`src/bls_pkg.sv`:
```
// Shared constants and types of the black level and digital shift stage
package bls_pkg;

  // ==========================================================
  // Product variants
  typedef enum logic [1:0] {
    BLS_VAR_STD  = 2'b00,
    BLS_VAR_RED  = 2'b01,
    BLS_VAR_FINE = 2'b10
  } bls_variant_t;

  // ==========================================================
  // Register offsets
  localparam logic [7:0] ADDR_CTRL   = 8'h00;
  localparam logic [7:0] ADDR_BLACK  = 8'h04;
  localparam logic [7:0] ADDR_STATUS = 8'h08;

  // ==========================================================
  // Field positions
  localparam int CTRL_WIDE_BIT  = 0;
  localparam int CTRL_SHIFT_LSB = 4;
  localparam int STAT_BLACK_LSB = 8;
  localparam int STAT_VAR_LSB   = 24;

  // ==========================================================
  // Reset values
  localparam logic       WIDE_RST  = 1'b0;
  localparam logic [2:0] SHIFT_RST = 3'h0;
  localparam logic [9:0] BLACK_RST = 10'h000;
  localparam logic [9:0] BL_REF_DEF = 10'h000;

  // ==========================================================
  // Ranges and scales
  localparam logic [2:0]  SHIFT_MAX   = 3'h4;
  localparam logic [9:0]  BL_MAX_STD  = 10'h0ff;
  localparam logic [9:0]  BL_MAX_RED  = 10'h040;
  localparam logic [9:0]  BL_MAX_FINE = 10'h3ff;
  localparam logic [11:0] FS_WIDE     = 12'hfff;
  localparam logic [11:0] FS_NARROW   = 12'h0ff;

  // ==========================================================
  // Black level step as a right shift (step = 2**n)
  localparam logic [2:0] STEP_STD8   = 3'h4;
  localparam logic [2:0] STEP_STD12  = 3'h0;
  localparam logic [2:0] STEP_RED    = 3'h2;
  localparam logic [2:0] STEP_FINE8  = 3'h6;
  localparam logic [2:0] STEP_FINE12 = 3'h2;

endpackage

```
`src/bls_pix_if.sv`:
```
// Pixel stream carrier between the stage's internal modules
interface bls_pix_if;
  logic        valid;
  logic        sof;
  logic        sat;
  logic [11:0] data;

  modport src (output valid, output sof, output sat, output data);
  modport snk (input valid, input sof, input sat, input data);
endinterface

```
`src/bls_shift_sat.sv`:
```
// Digital shift window selection with saturation, one register stage
module bls_shift_sat (
  // Clock and reset
  input  wire logic       clk,
  input  wire logic       nrst,
  // Settings for the pixel now on the input
  input  wire logic [2:0] shift,
  input  wire logic       wide,
  // Pixel streams
  bls_pix_if.snk          pin,
  bls_pix_if.src          pout
);

  typedef struct packed {
    logic        valid;
    logic        sof;
    logic        sat;
    logic [11:0] data;
  } bls_ss_t;

  bls_ss_t     r_q;
  bls_ss_t     r_d;
  logic [15:0] shifted;
  logic        ovf;

  // ==========================================================
  // Window selection
  always_comb begin
    shifted   = {4'h0, pin.data} << shift;
    ovf       = |shifted[15:12];
    r_d       = r_q;
    r_d.valid = pin.valid;
    r_d.sof   = pin.sof;
    r_d.sat   = 1'b0;
    if (pin.valid) begin
      r_d.sat = ovf;
      if (ovf) begin
        r_d.data = wide ? bls_pkg::FS_WIDE : bls_pkg::FS_NARROW;
      end else if (wide) begin
        r_d.data = shifted[11:0];
      end else begin
        r_d.data = {4'h0, shifted[11:4]};
      end
    end
  end

  always_ff @(posedge clk or negedge nrst) begin
    if (!nrst) begin
      r_q <= '0;
    end else begin
      r_q <= r_d;
    end
  end

  assign pout.valid = r_q.valid;
  assign pout.sof   = r_q.sof;
  assign pout.sat   = r_q.sat;
  assign pout.data  = r_q.data;
endmodule // bls_shift_sat

```
`src/bls_black_level_shift.sv`:
```
// Black level offset and digital shift stage of the pixel datapath
//
// The strobed register port and the register addresses were decided locally.
module bls_black_level_shift #(
  parameter bls_pkg::bls_variant_t VARIANT = bls_pkg::BLS_VAR_STD,
  parameter logic [9:0]            BL_REF  = bls_pkg::BL_REF_DEF
) (
  // Clock and reset
  input  wire logic        clk,
  input  wire logic        nrst,
  // Register port
  input  wire logic [7:0]  regAddr,
  input  wire logic [31:0] regWdata,
  input  wire logic        regWr,
  input  wire logic        regRd,
  output logic      [31:0] regRdata,
  // Samples from the ADC
  input  wire logic        adcValid,
  input  wire logic        adcSof,
  input  wire logic [11:0] adcData,
  // Pixels to the transmit path
  output logic             pixValid,
  output logic             pixSof,
  output logic      [11:0] pixData
);

  typedef struct packed {
    logic        wide;
    logic [2:0]  shift;
    logic [9:0]  black;
    logic        actWide;
    logic [2:0]  actShift;
    logic [9:0]  actBlack;
    logic [31:0] rdata;
    logic        oValid;
    logic        oSof;
    logic [11:0] oData;
  } bls_state_t;

  bls_state_t         r_q;
  bls_state_t         r_d;
  bls_pix_if          inIf ();
  bls_pix_if          stgIf ();

  logic [9:0]         blMax;
  logic [2:0]         stepSh;
  logic [11:0]        fullScale;
  logic               frameHit;
  logic [2:0]         effShift;
  logic               effWide;
  logic [2:0]         wrShift;
  logic [2:0]         shiftClip;
  logic [9:0]         blackClip;
  logic signed [10:0] diff;
  logic signed [10:0] offs;
  logic signed [13:0] sum;
  logic [11:0]        sumLow;
  logic [11:0]        clamped;

  // ==========================================================
  // Variant dependent range and step, width dependent full scale
  always_comb begin
    unique case (VARIANT)
      bls_pkg::BLS_VAR_RED: begin
        blMax  = bls_pkg::BL_MAX_RED;
        stepSh = bls_pkg::STEP_RED;
      end
      bls_pkg::BLS_VAR_FINE: begin
        blMax  = bls_pkg::BL_MAX_FINE;
        stepSh = r_q.actWide ? bls_pkg::STEP_FINE12
                             : bls_pkg::STEP_FINE8;
      end
      default: begin
        blMax  = bls_pkg::BL_MAX_STD;
        stepSh = r_q.actWide ? bls_pkg::STEP_STD12
                             : bls_pkg::STEP_STD8;
      end
    endcase
    fullScale = r_q.actWide ? bls_pkg::FS_WIDE : bls_pkg::FS_NARROW;
  end

  // ==========================================================
  // Write value conditioning
  always_comb begin
    wrShift = regWdata[bls_pkg::CTRL_SHIFT_LSB +: 3];
    if (VARIANT == bls_pkg::BLS_VAR_RED) begin
      shiftClip = 3'h0;
    end else if (wrShift > bls_pkg::SHIFT_MAX) begin
      shiftClip = bls_pkg::SHIFT_MAX;
    end else begin
      shiftClip = wrShift;
    end
    if ((|regWdata[31:10]) || (regWdata[9:0] > blMax)) begin
      blackClip = blMax;
    end else begin
      blackClip = regWdata[9:0];
    end
  end

  // ==========================================================
  // Shift stage; the frame's first pixel already uses new settings
  assign frameHit = adcValid && adcSof;
  assign effShift = frameHit ? r_q.shift : r_q.actShift;
  assign effWide  = frameHit ? r_q.wide : r_q.actWide;

  assign inIf.valid = adcValid;
  assign inIf.sof   = adcSof;
  assign inIf.sat   = 1'b0;
  assign inIf.data  = adcData;

  bls_shift_sat u_shift (
    .clk   (clk),
    .nrst  (nrst),
    .shift (effShift),
    .wide  (effWide),
    .pin   (inIf.snk),
    .pout  (stgIf.src)
  );

  // ==========================================================
  // Signed black level offset, scaled to output counts
  always_comb begin
    diff   = $signed({1'b0, r_q.actBlack}) - $signed({1'b0, BL_REF});
    offs   = diff >>> stepSh;
    sum    = $signed({2'b00, stgIf.data}) + $signed({{3{offs[10]}}, offs});
    sumLow = sum[11:0];
    if (stgIf.sat) begin
      clamped = fullScale;
    end else if (sum[13]) begin
      clamped = 12'h000;
    end else if (sum[12:0] > {1'b0, fullScale}) begin
      clamped = fullScale;
    end else begin
      clamped = sumLow;
    end
  end

  // ==========================================================
  // Registers, frame boundary update, output stage
  always_comb begin
    r_d       = r_q;
    r_d.rdata = 32'h0000_0000;
    if (regWr) begin
      case (regAddr)
        bls_pkg::ADDR_CTRL: begin
          r_d.wide  = regWdata[bls_pkg::CTRL_WIDE_BIT];
          r_d.shift = shiftClip;
        end
        bls_pkg::ADDR_BLACK: begin
          r_d.black = blackClip;
        end
        default: begin
        end
      endcase
    end
    if (regRd) begin
      case (regAddr)
        bls_pkg::ADDR_CTRL: begin
          r_d.rdata[bls_pkg::CTRL_WIDE_BIT]       = r_q.wide;
          r_d.rdata[bls_pkg::CTRL_SHIFT_LSB +: 3] = r_q.shift;
        end
        bls_pkg::ADDR_BLACK: begin
          r_d.rdata[9:0] = r_q.black;
        end
        bls_pkg::ADDR_STATUS: begin
          r_d.rdata[bls_pkg::CTRL_WIDE_BIT]        = r_q.actWide;
          r_d.rdata[bls_pkg::CTRL_SHIFT_LSB +: 3]  = r_q.actShift;
          r_d.rdata[bls_pkg::STAT_BLACK_LSB +: 10] = r_q.actBlack;
          r_d.rdata[bls_pkg::STAT_VAR_LSB +: 2]    = VARIANT;
        end
        default: begin
        end
      endcase
    end
    if (frameHit) begin
      r_d.actWide  = r_q.wide;
      r_d.actShift = r_q.shift;
      r_d.actBlack = r_q.black;
    end
    r_d.oValid = stgIf.valid;
    r_d.oSof   = stgIf.valid && stgIf.sof;
    if (stgIf.valid) begin
      r_d.oData = clamped;
    end
  end

  always_ff @(posedge clk or negedge nrst) begin
    if (!nrst) begin
      r_q          <= '0;
      r_q.wide     <= bls_pkg::WIDE_RST;
      r_q.shift    <= bls_pkg::SHIFT_RST;
      r_q.black    <= bls_pkg::BLACK_RST;
      r_q.actWide  <= bls_pkg::WIDE_RST;
      r_q.actShift <= bls_pkg::SHIFT_RST;
      r_q.actBlack <= bls_pkg::BLACK_RST;
    end else begin
      r_q <= r_d;
    end
  end

  assign regRdata = r_q.rdata;
  assign pixValid = r_q.oValid;
  assign pixSof   = r_q.oSof;
  assign pixData  = r_q.oData;
endmodule // bls_black_level_shift

```
`config.mk`:
```
export PLATFORM = sky130hd
export DESIGN_NAME = bls_black_level_shift
export DESIGN_NICKNAME = d
export VERILOG_FILES = /design/src/bls_pkg.sv /design/src/bls_pix_if.sv /design/src/bls_shift_sat.sv /design/src/bls_black_level_shift.sv
export SDC_FILE = /design/constraint.sdc
export NUM_CORES = 1
export LEC_CHECK = 0
export ABC_AREA = 1
export CAP_MARGIN = 20
export CORE_UTILIZATION = 38
export CTS_CLUSTER_DIAMETER = 50
export DETAILED_ROUTE_END_ITERATION = 10
export DONT_BUFFER_PORTS = 1
export SETUP_SLACK_MARGIN = 0.02
export SLEW_MARGIN = 30
export SYNTH_ARGS = -nofsm -noshare
export SYNTH_HDL_FRONTEND = slang
export SYNTH_SLANG_ARGS = --single-unit
```
`constraint.sdc`:
```
create_clock -name clk -period 8.1 [get_ports clk]
set_input_delay 0 -clock clk [delete_from_list [all_inputs] [get_ports clk]]
set_output_delay 0 -clock clk [all_outputs]
set_load 0.005 [all_outputs]
```
==> results.md <==
* Outcome: finished, final reports clean
* Core Region at 0.0120 mm²
* Syn-to-layout area delta at 7.42%
* Clk sinks at 75
* Sequential area share after synthesis at 0.399
* Post-synth EDFFs at 0
* Synth top area cells: dfrtp_1 40%, nand2_1 14%, inv_1 7.7%
* Diodes inserted at 0
* Antenna Nets Post-Route at 0
* Pwr dens at 227 mW/mm²
* Footprint of the multi-input gates at 0.00209 mm²
* RePlAce Congestion at 0.834
* Final period utilization at 0.464
* Synth unique cells at 35
* Net Switching at 357 µW
* Hold Path Sink: u_shift.pout.data[5]
* Logic pwr share at 0.239
* Layout cells sized above 1 at 0.0447
* Clk root buf: clkbuf_16
* Post-synth ARST share at 1.00
* Post-Synth XOR/XNOR Area at 0.00373
* Setup TNS at 0 ns
* First-pass GRT wire length at 17.1 mm
* CTS tree: yes
* Maximum vdd drop at 0.0923 mV
* Buffer and inverter count on the worst path at 4
* Initial Util at 0.391
* Final setup vio count at 0
* Congestion Overflow GR at 0
* Total Nets Final at 695
* Worst path top cell family by delay: simple AND/OR/NAND/NOR gates
* GRT Resource Usage Total at 0.167
* Slew margin rel. at 0.506
* Critical Path RT at 8.31 ns
* Routed wire length at between 10 and 15 mm
* Synth Area in Simple Gates at 0.253
* Post-cts sizing count at 0
* Final Hold Vio Count at 0
* Largest family of logic cells by synthesized area: simple AND/OR/NAND/NOR gates
* Vias in the first global route at 3526
* Final non-filler cell total at 774
* Hold_sp: adcValid
* Worst min path class: input pin to flop
* Number of I/O pins at 104
* FILL cells at 1203
* Clock group share of total power at 0.379
* Vias per std cell at 5.07
* Clock Skew at between 0.007 and 0.008 ns
* R2R Path End: pixData[0]
* Final worst path period need at around 3.8 ns
* Row count at 40
* Max Slew Vio Count at 0
* Inst Count DP at 741
* Yosys top cell by area: dfrtp_1
* Max-Cap Viols at 0
* Routed via count at 3926
* Crit Path Max Fanout at 19
* Reg2Reg Launch Point: r_q[59]
* Reg2Reg Depth at 27
* DRC at 0
* Largest net degree at the start of global routing at between 70 and 80
* Cell Area, Synth at roughly 0.0047 mm²
* Critical Path AT at ~4 ns
* Area fraction of the dominant cell type after synthesis at 0.399
* Clk_lat worst skew at ~0.33 ns
* Clock Path Buffers at 2
* Pint at 791 µW
* Initial drt markers at around 190
* WS Path Type: flop to flop
* Number of synthesized register bits at 75
* Die width at 113 µm
* Worst hold stages at 3
* Ys flop type: dfrtp_1
* Crit-path most repeated cell: nand2_1
* Drt pass-1 iters at 5
* CTS clk-pin slew, worst paths at 0.06 ns
* Buffers on Ports at 0
* Post-synthesis compound-gate area fraction at 0.131
* Fmax at 266 MHz
* Largest stage delay, worst path at 0.64 ns
* Crit. End Element: flop
* Sequential cell area at 0.00188 mm²
* Wire length per cell at 13.6 µm
* Die area at 0.0128 mm²
* Switching Share at 0.311
* YS warnings at 0
* Crit-path slowest cell: dfrtp_1
* Multiplexer share of the synthesized area at 0.00213
* Chip height at 113 µm
* Crit path depth at 27
* Post-synthesis cell count at approximately 640
* R2R Setup Slk at 4.34 ns
* Detailed placement HPWL at 7.93 mm
* Initial antenna violation count at 0
* Area share of fa/ha/maj cells after synthesis at 0.0415
* CTS Buf Count at 9
* Htree depth at 3
* Post-Syn Area per Cell at between 7 and 8 µm²
* Power share of the sequential group at 0.382
* Static Leak at between 0.002 and 0.003 µW
* RSZ-0062 raised after global routing: false
* CP Launch Type: flop
* Slew at the pin with the worst max-slew slack at between 0.7 and 0.8 ns
worst register-to-register path, cell delays in order (launching register included):
cell and delay, ns:
dfrtp_1 0.64, o21ai_0 0.19, ha_1 0.25, fa_1 0.43
nand3_1 0.11, nand3_1 0.10, nand2_1 0.07, nand2_1 0.06
inv_1 0.09, nor2_1 0.04, nor2_1 0.08, nand2_1 0.05
nand2_1 0.08, inv_1 0.05, ha_1 0.26, nand2_1 0.05
nor2_1 0.08, nand2_1 0.05, nor2_1 0.08, nand3_1 0.07
nor2_1 0.08, nand3_1 0.07, nand2_1 0.16, nand3_2 0.17
inv_1 0.15, nand2_1 0.06, o21ai_0 0.07, inv_1 0.06
area by class of cell:
type / count / area share
multi-input combinational: 419 / 0.413
sequential: 75 / 0.372
inverter: 99 / 0.0736
clock buffer: 11 / 0.0500
timing repair buffer: 18 / 0.0386
tap: 147 / 0.0364
clock inverter: 5 / 0.0168
what timing repair did:
item,CTS,global route
endpoints found under the hold margin,114,0
endpoints found under the setup margin,0,0
hold buffers,17,0
setup buffers,0,0
cells in the mapped netlist, drive strengths merged, types with 3 or more instances:
cell and count:
nand2 172, inv 99, dfrtp 75, buf 52
o21ai 52, nand3 46, nor2 44, ha 14
o211ai 13, a21oi 11, clkbuf 11, o31ai 9
nor3 8, nor4 8, o22ai 8, nand4 6
a31oi 3
how the worst max path moves through the flow:
stage / from / endpoint
after floorplan: r_q[59] / pixData[0]
after global placement: r_q[59] / pixData[1]
after detailed placement: r_q[59] / pixData[0]
after CTS: r_q[59] / pixData[0]
after global routing: r_q[59] / pixData[1]
final: r_q[59] / pixData[0]
cell usage in the layout (no fill, tap or decap), types with 14 or more instances in the layout:
cell / instances
nor2_1: 43
o21ai_0: 33
conb_1: 14
nand3_1: 45
dfrtp_1: 75
ha_1: 14
dlygate4sd3_1: 16
inv_1: 97
o21ai_1: 16
nand2_1: 170
per-layer routing:
layer	track usage	vias to the layer above	wire length, µm
met5	0	-	0
met4	0.0447	0	89
met3	0.0348	6	501
met2	0.254	102	4660
met1	0.241	1844	5240
li1	-	1974	-
through the flow:
step                      total power, µW  hold slack, ns  utilization  instance area (µm²)  worst slack [ns]
after floorplan                       666          -0.296            -                 4750              4.69
after global placement                695          -0.294        0.376                 4520              4.53
after detailed placement              700          -0.294        0.376                 4520              4.35
after CTS                            1160        0.000604        0.420                 5040              4.35
after global routing                 1220          0.0499        0.421                 5050              3.79
final                                1150         0.00452        0.421                 5050              4.34
kinds of logic after synthesis:
| family | Yosys count |
|---|---|
| AO/OA/AOI/OAI | 103 |
| other | 1 |
| multiplexers | 1 |
| flip-flops | 75 |
| XOR/XNOR | 2 |
| buffers and inverters | 162 |
| adder cells (fa/ha/maj) | 15 |
| AND/OR/NAND/NOR | 284 |
power by group through the flow:
| stage | combinational [µW] | clock (µW) | sequential, µW |
|---|---|---|---|
| floorplan | 235 | 0 | 431 |
| global placement | 250 | 0 | 445 |
| detailed placement | 255 | 0 | 446 |
| CTS | 273 | 445 | 439 |
| global route | 315 | 460 | 444 |
| finish | 274 | 435 | 439 |
flip-flops by register name, summed over array words and instances, names as in the netlist:
name / count
regRdata: 18
u_shift.pout.data: 12
u_shift.pout.sat: 1
u_shift.pout.valid: 1
r_q: 28
pixSof: 1
u_shift.pout.sof: 1
pixValid: 1
pixData: 12
(Power assumes the default switching activity.)
